## config.mk

```make
export PLATFORM = sky130hd
export DESIGN_NAME = occ_ctrl
export DESIGN_NICKNAME = d
export VERILOG_FILES = /design/src/occ_pkg.sv /design/src/occ_ctrl.sv
export SDC_FILE = /design/constraint.sdc
export NUM_CORES = 1
export LEC_CHECK = 0
export BUFFER_PORTS_ARGS = -buffer_cell sky130_fd_sc_hd__buf_4
export CORE_UTILIZATION = 55
export CTS_CLUSTER_DIAMETER = 120
export DETAILED_ROUTE_END_ITERATION = 8
export GPL_TIMING_DRIVEN = 0
export PLACE_DENSITY = 0.73
export SLEW_MARGIN = 20
export SYNTH_ARGS = -nofsm -noshare
export SYNTH_HDL_FRONTEND = slang
export SYNTH_SLANG_ARGS = --single-unit
```

## constraint.sdc

```tcl
create_clock -name clock -period 4.09 [get_ports clock]
set_clock_uncertainty 0.2 [all_clocks]
set_input_delay 0.818 -clock clock [delete_from_list [all_inputs] [get_ports clock]]
set_output_delay 0.818 -clock clock [all_outputs]
set_load 0.02 [all_outputs]
```

## src/occ_pkg.sv

```systemverilog
// package and command serializer of the oscillator command and gain control block
`default_nettype none

package occ_pkg;

    // clock and timing
    localparam int CLK_MHZ   = 125;
    localparam int DELAY_US  = 7000;
    localparam int DELAY_CYC = DELAY_US * CLK_MHZ;
    localparam int ENV_US    = 20;
    localparam int ENV_CYC   = ENV_US * CLK_MHZ;

    // command word
    localparam int          CMD_W        = 16;
    localparam int          BIT_CYC      = ENV_CYC / CMD_W;
    localparam int          DEST_W       = 3;
    localparam logic [2:0]  DEST_DEFAULT = 3'h4;
    localparam logic [15:0] FREQ_RST     = 16'h0000;
    localparam logic [2:0]  DEST_RST     = 3'h4;

    // gain loop
    localparam int         STEP_DB   = 11;
    localparam int         RANGE_DB  = 44;
    localparam logic [2:0] LEVEL_MAX = 3'(RANGE_DB / STEP_DB);
    localparam logic [2:0] LEVEL_RST = 3'h0;
    localparam logic [1:0] LIMIT_RST = 2'h0;
    localparam logic [1:0] HIST_FULL = 2'h3;

    // register map, byte addresses
    localparam int         ADDR_W     = 8;
    localparam logic [7:0] REG_CTRL   = 8'h00;
    localparam logic [7:0] REG_FREQ   = 8'h04;
    localparam logic [7:0] REG_DEST   = 8'h08;
    localparam logic [7:0] REG_LIMIT  = 8'h0c;
    localparam logic [7:0] REG_STATUS = 8'h10;

    // ctrl fields
    localparam int         CTRL_HRR_BIT = 0;
    localparam int         CTRL_FMR_BIT = 1;
    localparam logic       CTRL_RST     = 1'b0;

    typedef struct packed {
        logic [ADDR_W-1:0] addr;
        logic [31:0]       wdata;
        logic              wr;
        logic              rd;
    } occ_bus_t;

    typedef struct packed {
        logic              window;
        logic [DEST_W-1:0] dest;
        logic              data;
        logic              shift;
    } occ_osc_t;

endpackage

module occ_ser
    import occ_pkg::*;
(
    input  wire logic              clock,
    input  wire logic              rstn,
    input  wire logic              start,
    input  wire logic [CMD_W-1:0]  word,
    input  wire logic [DEST_W-1:0] dest,
    output occ_osc_t               osc
);

    localparam logic [11:0] ENV_LOAD = 12'(ENV_CYC - 1);
    localparam logic [7:0]  BIT_LOAD = 8'(BIT_CYC - 1);
    localparam logic [4:0]  LAST_BIT = 5'(CMD_W - 1);

    typedef struct packed {
        logic              win;
        logic [DEST_W-1:0] dest;
        logic [CMD_W-1:0]  sr;
        logic [7:0]        bcnt;
        logic [11:0]       ecnt;
        logic [4:0]        nbit;
        logic              shift;
    } occ_ser_st_t;

    occ_ser_st_t s_q;
    occ_ser_st_t s_d;

    always_comb
    begin
        s_d       = s_q;
        s_d.shift = 1'b0;
        if (start && !s_q.win)
        begin
            // word and code frozen for the whole window
            s_d.win   = 1'b1;
            s_d.dest  = dest;
            s_d.sr    = word;
            s_d.ecnt  = ENV_LOAD;
            s_d.bcnt  = BIT_LOAD;
            s_d.nbit  = 5'h00;
            s_d.shift = 1'b1;
        end
        else if (s_q.win)
        begin
            if (s_q.ecnt == 12'h000)
                s_d.win = 1'b0;
            else
                s_d.ecnt = s_q.ecnt - 12'h001;
            if (s_q.bcnt == 8'h00 && s_q.nbit != LAST_BIT)
            begin
                s_d.bcnt  = BIT_LOAD;
                s_d.sr    = {s_q.sr[CMD_W-2:0], 1'b0};
                s_d.nbit  = s_q.nbit + 5'h01;
                s_d.shift = 1'b1;
            end
            else if (s_q.bcnt != 8'h00)
                s_d.bcnt = s_q.bcnt - 8'h01;
        end
    end

    always_ff @(posedge clock or negedge rstn)
    begin
        if (!rstn)
            s_q <= '{win: 1'b0, dest: DEST_RST, sr: FREQ_RST, bcnt: 8'h00,
                     ecnt: 12'h000, nbit: 5'h00, shift: 1'b0};
        else
            s_q <= s_d;
    end

    // bits only move while the window is open
    assign osc = '{window: s_q.win, dest: s_q.dest, data: s_q.sr[CMD_W-1] & s_q.win,
                   shift: s_q.shift};

    logic [12:0] wcnt_q;
    logic [4:0]  scnt_q;

    always_ff @(posedge clock or negedge rstn)
    begin
        if (!rstn)
        begin
            wcnt_q <= 13'h0000;
            scnt_q <= 5'h00;
        end
        else
        begin
            wcnt_q <= s_q.win ? wcnt_q + 13'h0001 : 13'h0000;
            scnt_q <= s_q.win ? scnt_q + 5'(s_q.shift) : 5'h00;
        end
    end

    property p_env_len;
        @(posedge clock) disable iff (!rstn)
        $fell(s_q.win) |-> wcnt_q == 13'(ENV_CYC);
    endproperty
    a_env_len: assert property (p_env_len) else $error("window length wrong");

    property p_bit_count;
        @(posedge clock) disable iff (!rstn)
        $fell(s_q.win) |-> scnt_q == 5'(CMD_W);
    endproperty
    a_bit_count: assert property (p_bit_count) else $error("not sixteen bits");

    property p_win_seen;
        @(posedge clock) disable iff (!rstn)
        $rose(s_q.win);
    endproperty
    c_win_seen: cover property (p_win_seen);

endmodule

`default_nettype wire

```

## src/occ_ctrl.sv

```systemverilog
// top of the oscillator command and gain control block
`default_nettype none

module occ_ctrl
    import occ_pkg::*;
#(
    parameter int DELAY_CYCLES = DELAY_CYC
)
(
    input  wire logic       clock,
    input  wire logic       rstn,
    input  wire occ_bus_t   bus,
    output logic [31:0]     rdata,
    input  wire logic       phase_start,
    input  wire logic [1:0] threshold_level_status,
    output occ_osc_t        osc,
    output logic [2:0]      receiver_attenuation_code
);

    localparam int DW = $clog2(DELAY_CYCLES + 1);
    localparam logic [DW-1:0] DELAY_LOAD = DW'(DELAY_CYCLES - 3);

    typedef struct packed {
        logic          ph_meta;
        logic          ph_sync;
        logic          ph_prev;
        logic [1:0]    st_meta;
        logic [1:0]    st_sync;
        logic          hrr;
        logic          freq_mod_ranging;
        logic [15:0]   freq;
        logic          pending;
        logic [2:0]    dest;
        logic [1:0]    lim_reg;
        logic [1:0]    lim_q;
        logic [1:0]    h0;
        logic [1:0]    h1;
        logic [1:0]    h2;
        logic [1:0]    hcnt;
        logic [2:0]    level;
        logic [2:0]    atten;
        logic [DW-1:0] dcnt;
        logic          run;
        logic          start;
        logic [2:0]    send_dest;
        logic [31:0]   rdata;
    } occ_st_t;

    occ_st_t s_q;
    occ_st_t s_d;

    logic       ph_evt;
    logic [1:0] nhit;
    logic       up;
    logic       win_now;

    assign ph_evt = s_q.ph_sync & ~s_q.ph_prev;
    // hits over the window after the newest phase enters
    assign nhit = 2'(s_q.st_sync != 2'h0) + 2'(s_q.h0 != 2'h0) + 2'(s_q.h1 != 2'h0);
    assign up   = nhit >= 2'h2;

    always_comb
    begin
        s_d         = s_q;
        s_d.ph_meta = phase_start;
        s_d.ph_sync = s_q.ph_meta;
        s_d.ph_prev = s_q.ph_sync;
        s_d.st_meta = threshold_level_status;
        s_d.st_sync = s_q.st_meta;
        s_d.start   = 1'b0;
        s_d.rdata   = 32'h0000_0000;

        // delay is counted in hardware only; no register reaches it
        if (ph_evt)
        begin
            s_d.lim_q = s_q.lim_reg;
            s_d.h0    = s_q.st_sync;
            s_d.h1    = s_q.h0;
            s_d.h2    = s_q.h1;
            if (s_q.hcnt != HIST_FULL)
                s_d.hcnt = s_q.hcnt + 2'h1;
            if (s_q.pending)
            begin
                s_d.run  = 1'b1;
                s_d.dcnt = DELAY_LOAD;
            end
            // the window needs three phases before it may act
            if (s_q.hrr && s_q.hcnt >= 2'h2)
            begin
                if (up && s_q.level != LEVEL_MAX)
                    s_d.level = s_q.level + 3'h1;
                else if (!up && s_q.level != 3'h0)
                    s_d.level = s_q.level - 3'h1;
            end
        end
        else if (s_q.run)
        begin
            if (s_q.dcnt == '0)
            begin
                s_d.run       = 1'b0;
                s_d.start     = 1'b1;
                s_d.pending   = 1'b0;
                s_d.send_dest = s_q.freq_mod_ranging ? s_q.dest : DEST_DEFAULT;
            end
            else
                s_d.dcnt = s_q.dcnt - DW'(1);
        end

        // larger attenuation wins; limit 00 leaves the loop alone
        s_d.atten = (s_d.level > {1'b0, s_d.lim_q}) ? s_d.level : {1'b0, s_d.lim_q};

        // writes come last so a new command is never lost to the send
        if (bus.wr)
        begin
            if (bus.addr == REG_CTRL)
            begin
                s_d.hrr = bus.wdata[CTRL_HRR_BIT];
                s_d.freq_mod_ranging = bus.wdata[CTRL_FMR_BIT];
                if (bus.wdata[CTRL_HRR_BIT] != s_q.hrr || bus.wdata[CTRL_FMR_BIT] != s_q.freq_mod_ranging)
                    s_d.hcnt = 2'h0;
            end
            else if (bus.addr == REG_FREQ)
            begin
                s_d.freq    = bus.wdata[15:0];
                s_d.pending = 1'b1;
            end
            else if (bus.addr == REG_DEST)
                s_d.dest = bus.wdata[2:0];
            else if (bus.addr == REG_LIMIT)
                s_d.lim_reg = bus.wdata[1:0];
        end

        if (bus.rd)
        begin
            if (bus.addr == REG_CTRL)
                s_d.rdata = 32'({s_q.freq_mod_ranging, s_q.hrr});
            else if (bus.addr == REG_FREQ)
                s_d.rdata = 32'(s_q.freq);
            else if (bus.addr == REG_DEST)
                s_d.rdata = 32'(s_q.dest);
            else if (bus.addr == REG_LIMIT)
                s_d.rdata = 32'(s_q.lim_reg);
            else if (bus.addr == REG_STATUS)
                s_d.rdata = 32'({win_now, s_q.pending, s_q.hcnt, s_q.lim_q,
                                 s_q.level, s_q.atten});
            else
                s_d.rdata = 32'h0000_0000;
        end
    end

    always_ff @(posedge clock or negedge rstn)
    begin
        if (!rstn)
        begin
            s_q         <= '0;
            s_q.hrr     <= CTRL_RST;
            s_q.freq_mod_ranging     <= CTRL_RST;
            s_q.freq    <= FREQ_RST;
            s_q.dest    <= DEST_RST;
            s_q.lim_reg <= LIMIT_RST;
            s_q.lim_q   <= LIMIT_RST;
            s_q.level   <= LEVEL_RST;
            s_q.atten   <= LEVEL_RST;
            s_q.send_dest <= DEST_DEFAULT;
        end
        else
            s_q <= s_d;
    end

    occ_ser u_ser (
        .clock (clock),
        .rstn  (rstn),
        .start (s_q.start),
        .word  (s_q.freq),
        .dest  (s_q.send_dest),
        .osc   (osc)
    );

    assign win_now                   = osc.window;
    assign rdata                     = s_q.rdata;
    assign receiver_attenuation_code = s_q.atten;

    // cycles since the last phase edge, saturating
    logic [DW:0] since_q;

    always_ff @(posedge clock or negedge rstn)
    begin
        if (!rstn)
            since_q <= '1;
        else if (ph_evt)
            since_q <= '0;
        else if (since_q != '1)
            since_q <= since_q + (DW+1)'(1);
    end

    property p_delay;
        @(posedge clock) disable iff (!rstn)
        $rose(osc.window) |-> since_q == (DW+1)'(DELAY_CYCLES - 1);
    endproperty
    a_delay: assert property (p_delay) else $error("window delay wrong");

    property p_dest;
        @(posedge clock) disable iff (!rstn)
        $rose(osc.window) && !s_q.freq_mod_ranging |-> osc.dest == DEST_DEFAULT;
    endproperty
    a_dest: assert property (p_dest) else $error("destination code wrong");

    property p_pending;
        @(posedge clock) disable iff (!rstn)
        bus.wr && bus.addr == REG_FREQ |=> s_q.pending && s_q.freq == $past(bus.wdata[15:0]);
    endproperty
    a_pending: assert property (p_pending) else $error("command not taken");

    property p_limit_phase;
        @(posedge clock) disable iff (!rstn)
        $changed(s_q.lim_q) |-> $past(ph_evt);
    endproperty
    a_limit_phase: assert property (p_limit_phase) else $error("limit taken off phase");

    property p_mode_hold;
        @(posedge clock) disable iff (!rstn)
        $changed(s_q.level) |-> $past(s_q.hrr) && $past(s_q.hcnt) >= 2'h2;
    endproperty
    a_mode_hold: assert property (p_mode_hold) else $error("level moved outside window");

    property p_one_step;
        @(posedge clock) disable iff (!rstn)
        $changed(s_q.level) |-> $past(ph_evt) &&
            (s_q.level == $past(s_q.level) + 3'h1 || s_q.level == $past(s_q.level) - 3'h1);
    endproperty
    a_one_step: assert property (p_one_step) else $error("level moved by more than one");

    property p_larger;
        @(posedge clock) disable iff (!rstn)
        s_q.atten >= s_q.level && s_q.atten >= {1'b0, s_q.lim_q} &&
            (s_q.atten == s_q.level || s_q.atten == {1'b0, s_q.lim_q});
    endproperty
    a_larger: assert property (p_larger) else $error("attenuation not the larger");

    property p_zero_limit;
        @(posedge clock) disable iff (!rstn)
        s_q.lim_q == 2'h0 |-> receiver_attenuation_code == s_q.level;
    endproperty
    a_zero_limit: assert property (p_zero_limit) else $error("zero limit not transparent");

    property p_out_timing;
        @(posedge clock) disable iff (!rstn)
        $changed(receiver_attenuation_code) |-> $past(ph_evt);
    endproperty
    a_out_timing: assert property (p_out_timing) else $error("output changed off phase");

    property p_direction;
        @(posedge clock) disable iff (!rstn)
        ph_evt && s_q.hrr && s_q.hcnt >= 2'h2 && up && s_q.level != LEVEL_MAX
            |=> s_q.level == $past(s_q.level) + 3'h1;
    endproperty
    a_direction: assert property (p_direction) else $error("no step up on hits");

    property p_range;
        @(posedge clock) disable iff (!rstn)
        s_q.level <= LEVEL_MAX && receiver_attenuation_code <= LEVEL_MAX;
    endproperty
    a_range: assert property (p_range) else $error("attenuation out of range");

    property p_run_needs_cmd;
        @(posedge clock) disable iff (!rstn)
        $rose(s_q.run) |-> $past(s_q.pending) && $past(ph_evt);
    endproperty
    a_run_needs_cmd: assert property (p_run_needs_cmd) else $error("send without command");

    property p_send_at_end;
        @(posedge clock) disable iff (!rstn)
        s_q.start |-> $past(s_q.run) && $past(s_q.dcnt) == '0;
    endproperty
    a_send_at_end: assert property (p_send_at_end) else $error("send before delay end");

    property p_data_quiet;
        @(posedge clock) disable iff (!rstn)
        !osc.window |-> !osc.data;
    endproperty
    a_data_quiet: assert property (p_data_quiet) else $error("data outside window");

    property p_hist_reset;
        @(posedge clock) disable iff (!rstn)
        bus.wr && bus.addr == REG_CTRL &&
            {bus.wdata[CTRL_FMR_BIT], bus.wdata[CTRL_HRR_BIT]} != {s_q.freq_mod_ranging, s_q.hrr}
            |=> s_q.hcnt == 2'h0;
    endproperty
    a_hist_reset: assert property (p_hist_reset) else $error("history not cleared");

    property p_hist_slide;
        @(posedge clock) disable iff (!rstn)
        ph_evt |=> s_q.h0 == $past(s_q.st_sync) && s_q.h1 == $past(s_q.h0) &&
            s_q.h2 == $past(s_q.h1);
    endproperty
    a_hist_slide: assert property (p_hist_slide) else $error("history not slid");

    property p_limit_copy;
        @(posedge clock) disable iff (!rstn)
        ph_evt |=> s_q.lim_q == $past(s_q.lim_reg);
    endproperty
    a_limit_copy: assert property (p_limit_copy) else $error("limit not taken at phase");

    property p_step_down;
        @(posedge clock) disable iff (!rstn)
        ph_evt && s_q.hrr && s_q.hcnt >= 2'h2 && !up && s_q.level != 3'h0
            |=> s_q.level == $past(s_q.level) - 3'h1;
    endproperty
    a_step_down: assert property (p_step_down) else $error("no step down without hits");

    property p_cov_down;
        @(posedge clock) disable iff (!rstn)
        s_q.level == 3'h1 ##1 s_q.level == 3'h0;
    endproperty
    c_cov_down: cover property (p_cov_down);

    property p_cov_up;
        @(posedge clock) disable iff (!rstn)
        s_q.level == 3'h2 ##1 s_q.level == 3'h3;
    endproperty
    c_cov_up: cover property (p_cov_up);

    property p_cov_sat;
        @(posedge clock) disable iff (!rstn)
        s_q.level == LEVEL_MAX;
    endproperty
    c_cov_sat: cover property (p_cov_sat);

    property p_cov_limit;
        @(posedge clock) disable iff (!rstn)
        s_q.lim_q > s_q.level[1:0] && s_q.level[2] == 1'b0;
    endproperty
    c_cov_limit: cover property (p_cov_limit);

endmodule

`default_nettype wire

```

==> metrics.txt, run 1 <==
H-tree depth 4; Clock Sinks 132; mapped cell area 0.00652 sq mm; layout cells sized above 1 0.240; die extent in y 111 um; Worst setup EP type register; Worst slew margin 0.592; hpwl dp 9430 um; P_sw 0.827 mW; area of the multi-input gates 0.00280 sq mm; die area 0.0123 sq mm; GRT Overall Usage 0.237; Worst Setup SP s_q[68]; clock-pin slew on the worst setup and hold paths 0.06 ns; Internal Pwr Total 2.51 mW; crit path launch type register; Clock Tree Buf Depth 2; Worst path top cell family by delay compound AO/OA/AOI/OAI gates; Via density 5.54; Inserted Clock Buffers 17; Synth area leaders dfrtp_1, buf_4, nand2_1; top cell type's share of synthesized area 0.495; most numerous cell in the Yosys netlist dfrtp_1; core area 0.0115 sq mm; setup bufs post-CTS 0; antenna viol nets, final 0; Max IR drop VDD 0.398 mV; Final Net Count 785; vias in the first global route 4919; Critical R2R Launch s_q[68]; Fin. Hold Viols 0; GR Overflow Total 0; row count 39; critical path fanouts, max 7; CP required 4.19 ns; Crit path buffers/inverters 0; Fmax achieved 282 MHz; worst hold slack 0.103 ns; max-cap check violation count 0; Slowest cell on crit path dfrtp_1; TritonCTS clock tree built; Comb pwr share 0.103; Slew Viols, Final 0; CP max stage delay 0.37 ns; outcome finished, final reports clean; 1st-iter DRT viols 245; biggest area consumer among synthesized cells dfrtp_1; Remaining DRCs 0; clk_lat worst skew 0.41 ns; First-pass DRT Iterations 4; EDFF count, synth 0; RSZ-0062 raised after global routing no; starting density of the core 0.569; num ports 88; GP Congestion 0.826; async set or reset register ratio after synthesis 1.00; worst path arrival time 3.65 ns; PD cells 428 mW/mm^2; Antenna Cells 0; Sw Ratio 0.247; vias 4885; Hold Path Class in2async; part of the Yosys area used for sequential elements 0.507; TNS Setup 0 ns; Syn-to-layout area delta 19.7%; initial antenna violation count 0; DR WL/cell 15.0 um; overall routed net length 13300 um; post-synth cell types 65; port buffer count 54; wire length of the first global-routing pass 23000 um; CTS hold repair buffers 0; post-route insts no fill 882; total power 3.34 mW; Clock power frac 0.461; Post-synth top cells dfrtp_1, nand2_1, nor2_1, buf_4, o21ai_0; Synth Instances 637; Placed Instances 850; pin count of the biggest net entering global routing 84; Seq pwr share 0.436; Seq cells post-synth 132; Root Buffer clkbuf_16; Layout Utilization 0.681; Top FF cell, synth dfrtp_1; Filler cells 875; setup violators final 0; Avg Synthesized Cell Area 10.2 sq um; P_leak 3.82 nW; crit share post-route 0.866; Period minus WS final 3.54 ns; Die Span X 111 um; Crit Path Class reg2reg; Least-Margin Pin Slew 0.609 ns; number of warnings issued by yosys 0; sequential cell area 0.00331 sq mm; crit-path cells or2_2 -> ha_1 -> o21a_1 -> nor2_1 -> o22a_1 -> o221a_2 -> ha_1 -> nor2b_1 -> a2bb2oi_1 -> or2_2 -> a2bb2oi_1 -> mux2_2; PostCTS Resize Cnt 0
[final timing paths]
path	to	slack, ns	cells after the start
worst max-delay path	receiver_attenuation_code[1]	0.55	12
worst min-delay path	u_ser.s_q[18]	0.10	1
worst max register to register	receiver_attenuation_code[1]	0.55	12
worst min register to register	s_q[98]	0.15	0
max in group asynchronous	u_ser.osc[4]	2.86	2
min in group clock	s_q[98]	0.15	0
[per-stage QoR]
| step | worst slack, ns | instance area [sq um] |
|---|---|---|
| 2_1_floorplan | 0.852 | 6580 |
| 3_3_place_gp | 0.667 | 7160 |
| 3_5_place_dp | 0.588 | 7200 |
| 4_1_cts | 0.539 | 7810 |
| 5_1_grt | 0.306 | 7810 |
| 6_report | 0.547 | 7810 |
[state kept, by name (all words and copies together) (netlist names)]
| register | cells |
|---|---|
| rdata | 16 |
| receiver_attenuation_code | 3 |
| s_d | 4 |
| s_q | 63 |
| u_ser.osc | 5 |
| u_ser.s_q | 41 |
[power by group through the flow]
stage	Clock [mW]	Sequential [mW]	Combinational [mW]
2_1_floorplan	0	1.46	0.236
3_3_place_gp	0	1.47	0.325
3_5_place_dp	0	1.48	0.344
4_1_cts	1.57	1.46	0.347
5_1_grt	1.63	1.47	0.392
6_report	1.54	1.46	0.344
[cells by family (layout without fill, tap and decap cells)]
kind of cell	after synthesis	count (layout)	synth area share
multiplexers	36	36	0.0606
other	1	16	0.000575
buffers and inverters	80	167	0.0723
adder cells (fa/ha/maj)	12	12	0.0230
flip-flops	132	132	0.507
AO/OA/AOI/OAI	127	127	0.132
XOR/XNOR	12	12	0.0161
AND/OR/NAND/NOR	237	237	0.188
[worst reg2reg max path: stages (launching register included)]
cell	delay [ns]
dfrtp_1	0.37
or2_2	0.30
ha_1	0.29
o21a_1	0.24
nor2_1	0.11
o22a_1	0.23
o221a_2	0.28
ha_1	0.30
nor2b_1	0.13
a2bb2oi_1	0.19
or2_2	0.14
a2bb2oi_1	0.28
mux2_2	0.37
[layout make-up]
cell class / instances / area share
buffer: 60 / 0.0508
clock buffer: 19 / 0.0580
clock inverter: 13 / 0.0200
inverter: 20 / 0.00962
multi-input combinational: 440 / 0.359
sequential: 132 / 0.424
tap: 143 / 0.0229
timing repair buffer: 55 / 0.0564
[placed cells by master (no fill, tap or decap), types with 3 or more instances in the layout]
cell       count
o21a_1         4
inv_1         20
nor3_1        12
nand2b_1       7
nor2_1        48
or3_1          8
nand3_1       14
bufinv_16      3
and3_1         8
a31oi_1        7
clkbuf_1      14
buf_4         96
nor4b_1        3
dfstp_2        3
or2_2          5
nand2_1       77
nand4_1        4
nor2b_1       10
ha_1          12
and2_1         6
and4_1         3
a22oi_1       27
o21ai_0       36
mux2i_1        8
clkbuf_16     17
conb_1        16
dfrtp_1      129
mux2_2        19
o31ai_1       14
mux2_1         9
nor4_1         6
nor3_2         5
or4_1         10
clkinv_2       5
xnor2_1       10
a21oi_1       17
[layer usage]
layer / wire length [um] / global-route usage
met5: 0 / 0
met1: 5950 / 0.295
met4: 138 / 0.0738
met3: 424 / 0.0629
met2: 6750 / 0.403
No activity file was read; power rests on OpenSTA's default activity.
==> inputs of run 2 (changes only) <==
Settings changed: ABC_AREA from default to 1, PLACE_DENSITY 0.73 to default, PLACE_DENSITY_LB_ADDON from default to 0.3.
==> metrics.txt, run 2 <==
Fin. Hold Viols 0; CP required 4.20 ns; Largest register FFs 63; outcome finished, final reports clean; Syn-to-layout area delta 19.4%; Internal Pwr Total 2.59 mW; core area 0.0120 sq mm; wire length of the first global-routing pass 24300 um; most common cell after layout, fill and taps aside nand2_1; die area 0.0127 sq mm; Inserted Clock Buffers 17; Max IR drop VDD 0.462 mV; port buffer count 55; pin count of the biggest net entering global routing 89; max-cap check violation count 0; Die Span X 113 um; Clock Sinks 132; 1st-iter DRT viols 346; hpwl dp 9980 um; DP Area 0.00741 sq mm; area of the multi-input gates 0.00264 sq mm; sequential cell area 0.00331 sq mm; Crit Path Class reg2reg; GRT Overall Usage 0.247; TritonCTS clock tree built; initial antenna violation count 0; Slew Viols, Final 0; Hold Path Class in2async; critical path fanouts, max 3; mapped cell area 0.00672 sq mm; async set or reset register ratio after synthesis 1.00; biggest area consumer among synthesized cells dfrtp_1; Synth Instances 838; Post-synth top cells nand2_1, dfrtp_1, inv_1, nor2_1, nand3_1; Avg Synthesized Cell Area 8.02 sq um; die extent in y 113 um; Period minus WS final 2.86 ns; Least-Margin Pin Slew 0.539 ns; RSZ-0062 raised after global routing no; Worst slew margin 0.638; pre-CTS setup slack 1.25 ns; EDFF count, synth 0; worst setup margin 1.23 ns; most frequent cells in the layout nand2_1, dfrtp_1, inv_1; Final Net Count 987; setup violators final 0; post-synth cell types 36; First-pass DRT Iterations 6; worst path arrival time 2.97 ns; crit share post-route 0.700; clock-pin slew on the worst setup and hold paths 0.06 ns; Top FF cell, synth dfrtp_1; P_sw 0.937 mW; Clock power frac 0.450; starting density of the core 0.562; Via density 5.13; largest register by flop count s_q; Fmax achieved 349 MHz; DR WL/cell 13.1 um; H-tree depth 4; top cell type's share of synthesized area 0.480; TNS Setup 0 ns; row count 40; Filler cells 976; part of the Yosys area used for sequential elements 0.492; CTS hold repair buffers 0; Worst setup EP type register; Root Buffer clkbuf_16; Seq pwr share 0.415; Sw Ratio 0.266; PostCTS Resize Cnt 0; Antenna Cells 0; Comb pwr share 0.135; setup bufs post-CTS 0; overall routed net length 14200 um; Remaining DRCs 0; Synth area leaders dfrtp_1, nand2_1, inv_1; Clock Tree Buf Depth 2; Seq cells post-synth 132; GR Overflow Total 0; layout cells sized above 1 0.158; antenna viol nets, final 0; worst hold slack 0.0812 ns; GP Congestion 0.871; crit path launch type register; crit-path cells or2_2 -> ha_1 -> nand2_1 -> nand2_1 -> inv_1 -> nand2_1 -> nand2_1 -> nand3_1 -> nand2_1 -> nand2_1 -> ha_1 -> inv_1 -> nor2_1 -> o21ai_0 -> nand3_1 -> nand2_1 -> nand2_1; PD cells 439 mW/mm^2; post-route cell area 0.00802 sq mm; vias in the first global route 5366; r2r setup slk 1.23 ns; CP most frequent cell nand2_1; num ports 88; vias 5579; number of warnings issued by yosys 0; most numerous cell in the Yosys netlist nand2_1; Slowest cell on crit path dfrtp_1; clk_lat worst skew 0.42 ns; CP max stage delay 0.37 ns; P_leak 4.27 nW
run 2: cell count changes after synthesis, sizes merged, moves of 12 or more:
cell   delta
nand2   +111
inv     +100
nor2     +58
nand3    +43
mux2     -28
o22ai    +14
o31ai    -14
a22oi    -12
o21ai    +12
run 2: routing by layer:
metal  vias up  share of wire  track usage  wire [um]
met2       114           0.50        0.416       7060
met1      2649           0.44        0.314       6270
li1       2798              -            -          -
met4         0          0.014       0.0844        197
met3        18          0.050       0.0589        708
met5         -              0            0          0
run 2: cell families (layout without fill, tap and decap cells):
family | after synthesis | after routing | share of synthesized area
AND/OR/NAND/NOR | 386 | 386 | 0.241
buffers and inverters | 174 | 262 | 0.123
flip-flops | 132 | 132 | 0.492
AO/OA/AOI/OAI | 115 | 115 | 0.0976
XOR/XNOR | 18 | 18 | 0.0235
adder cells (fa/ha/maj) | 12 | 12 | 0.0223
other | 1 | 16 | 0.000558
run 2: final cells by class:
type	instances	area share
Clock inverter	12	0.0223
Timing Repair Buffer	56	0.0558
Inverter	120	0.0561
Tap cell	147	0.0229
Multi-Input combinational cell	547	0.330
Clock buffer	20	0.0544
Sequential cell	132	0.412
Buffer	54	0.0466
run 2: power by group through the flow:
stage / registers, mW / logic, mW / clock network (mW)
global route: 1.47 / 0.543 / 1.67
CTS: 1.46 / 0.477 / 1.61
floorplan: 1.46 / 0.337 / 0
detailed placement: 1.48 / 0.473 / 0
finish: 1.46 / 0.476 / 1.59
global placement: 1.48 / 0.457 / 0
run 2: path summary, 6_finish.rpt:
path	startpoint	cells after the start	endpoint
worst max-delay path	s_q[98]	17	receiver_attenuation_code[0]
worst max register to register	s_q[98]	17	receiver_attenuation_code[0]
worst min register to register	s_d[102]	0	s_d[101]
min in group clock	s_d[102]	0	s_d[101]
max in group asynchronous	rstn	2	s_q[77]
worst min-delay path	rstn	1	u_ser.s_q[19]
run 2: through the flow:
step | util | total power, mW | std cells
6_report | 0.671 | 3.53 | 1088
5_1_grt | 0.671 | 3.68 | 1088
4_1_cts | 0.671 | 3.55 | 1088
3_5_place_dp | 0.619 | 1.96 | 1056
3_3_place_gp | 0.616 | 1.94 | 1055
2_1_floorplan | - | 1.80 | 853
run 2: critical path, delay by kind of cell (launching register included):
| kind | cells | cell delay (ns) |
|---|---|---|
| AOI/OAI and AO/OA | 1 | 0.29 |
| adders and majority gates | 2 | 0.61 |
| DFF | 1 | 0.37 |
| buffers and inverters | 2 | 0.16 |
| and+or+nand+nor | 12 | 1.11 |
==> inputs of run 3 (changes only) <==
Settings changed: CORE_UTILIZATION 55 to 52.
Clock period 4.09 ns to 2.62 ns, I/O delays scaled along.
==> metrics.txt, run 3 (synthesized netlist as in run 2, its figures left out) <==
crit path launch type register; vias 5520; Worst setup EP type register; CP max stage delay 0.38 ns; vias in the first global route 5127; crit share post-route 0.974; Comb pwr share 0.152; crit-path cells or2_4 -> ha_4 -> nand2_2 -> nand2_4 -> nand2_2 -> o21ai_1 -> inv_1 -> nand2_1 -> nand2_2 -> ha_4 -> inv_1 -> nor2_1 -> o21ai_2 -> nand3_2 -> nand2_1 -> nand2_1; Worst Setup SP s_q[68]; clock-pin slew on the worst setup and hold paths 0.06 ns; Filler cells 1057; wire length of the first global-routing pass 23400 um; initial antenna violation count 0; H-tree depth 4; Crit Path Class reg2reg; DR WL/cell 12.8 um; overall routed net length 14300 um; pin count of the biggest net entering global routing 86; TritonCTS clock tree built; most frequent cells in the layout nand2_1, dfrtp_1, inv_1; pre-CTS setup slack -0.207 ns; Largest register FFs 63; setup violators final 0; port buffer count 55; post-route insts no fill 1120; PD cells 664 mW/mm^2; Fin. Hold Viols 0; Period minus WS final 2.55 ns; layout cells sized above 1 0.170; worst path arrival time 2.67 ns; critical path fanouts, max 3; Seq pwr share 0.423; Root Buffer clkbuf_16; outcome finished, final reports clean; largest register by flop count s_q; GR Overflow Total 0; 1st-iter DRT viols 330; First-pass DRT Iterations 4; num ports 88; max-cap check violation count 0; Worst slew margin 0.650; die area 0.0134 sq mm; most common cell after layout, fill and taps aside nand2_1; Layout Utilization 0.644; die extent in y 116 um; hpwl dp 9950 um; GP Congestion 0.874; Placed Instances 1081; Least-Margin Pin Slew 0.525 ns; Remaining DRCs 0; Slowest cell on crit path dfrtp_1; Via density 4.93; core area 0.0126 sq mm; Antenna Cells 0; Clock Sinks 132; Max IR drop VDD 0.500 mV; antenna viol nets, final 0; Hold Path Class reg2reg; Crit path buffers/inverters 2; Die Span X 116 um; Final Net Count 994; Internal Pwr Total 3.93 mW; P_sw 1.47 mW; Inserted Clock Buffers 17; row count 41; Clock Tree Buf Depth 2; Slew Viols, Final 0; Fmax achieved 392 MHz; Sw Ratio 0.272; Syn-to-layout area delta 20.9%; Worst path top cell family by delay simple AND/OR/NAND/NOR gates; starting density of the core 0.532; Clock power frac 0.424; GRT Overall Usage 0.229; CP required 2.74 ns; clk_lat worst skew 0.42 ns; Critical R2R Launch s_q[68]; Hold Crit Start s_d[97]; P_leak 4.31 nW; worst setup margin 0.0679 ns
[run 3: cell count changes in the layout (fill, tap and decap cells not counted), sizes merged]
cell | before | now
clkinv | 1 | 7
clkinvlp | 6 | 1
dlygate4sd3 | 0 | 4
buf | 104 | 107
bufinv | 4 | 2
clkbuf | 26 | 28
inv | 121 | 120
[run 3: final cells by class]
cell class,count,area [sq um],area share
inverters,120,450,0.0554
multi-input cells,547,2700,0.332
clock inverters,10,106,0.0131
clock buffers,22,464,0.0571
plain buffers,54,374,0.0460
repair buffers,63,510,0.0628
well taps,172,215,0.0265
flip-flops and latches,132,3310,0.407
[run 3: worst paths after layout]
check                                                     to  slack, ns  cells past startpoint
max in group asynchronous                       u_ser.osc[3]       1.09                      3
min in group asynchronous                      u_ser.s_q[19]       0.39                      2
worst max-delay path            receiver_attenuation_code[1]       0.07                     16
worst max register to register  receiver_attenuation_code[1]       0.07                     16
worst min-delay path                                 s_q[97]       0.15                      0
worst min register to register                       s_q[97]       0.15                      0
[run 3: worst reg2reg max path, stage by stage, from the launching register on]
cell and delay (ns):
dfrtp_1 0.38, or2_4 0.26, ha_4 0.27, nand2_2 0.06, nand2_4 0.08, nand2_2 0.07
o21ai_1 0.14, inv_1 0.05, nand2_1 0.08, nand2_2 0.10, ha_4 0.23, inv_1 0.05
nor2_1 0.04, o21ai_2 0.19, nand3_2 0.11, nand2_1 0.09, nand2_1 0.05
[run 3: through the flow]
stage	setup TNS [ns]	hold WS (ns)	area, sq um	power (mW)
after global routing	-0.131	0.148	8130	5.64
after global placement	-0.252	0.132	7400	3.03
after detailed placement	-0.405	0.140	7440	3.06
after floorplan	0	0.0284	6780	2.81
after CTS	0	0.00326	8060	5.37
final	0	0.149	8130	5.40
[run 3: per-layer routing]
| layer | routed length, um | vias up | track usage |
|---|---|---|---|
| met5 | 0 | - | 0 |
| met3 | 588 | 31 | 0.0586 |
| met4 | 263 | 0 | 0.0846 |
| met2 | 6710 | 118 | 0.364 |
| met1 | 6770 | 2564 | 0.304 |
| li1 | - | 2807 | - |
[run 3: repair_timing]
action,4_1_cts,5_1_grt
buffers inserted,0,3
pin swaps,2,3
resized for setup,7,7
endpoints found under the setup margin,2,2
endpoints found under the hold margin,49,1
hold buffers,3,1
[run 3: power by group through the flow]
| stage | Sequential, mW | Combinational [mW] | Clock [mW] |
|---|---|---|---|
| floorplan | 2.29 | 0.527 | 0 |
| global placement | 2.31 | 0.717 | 0 |
| detailed placement | 2.31 | 0.742 | 0 |
| CTS | 2.28 | 0.770 | 2.32 |
| global route | 2.30 | 0.926 | 2.42 |
| finish | 2.28 | 0.822 | 2.29 |
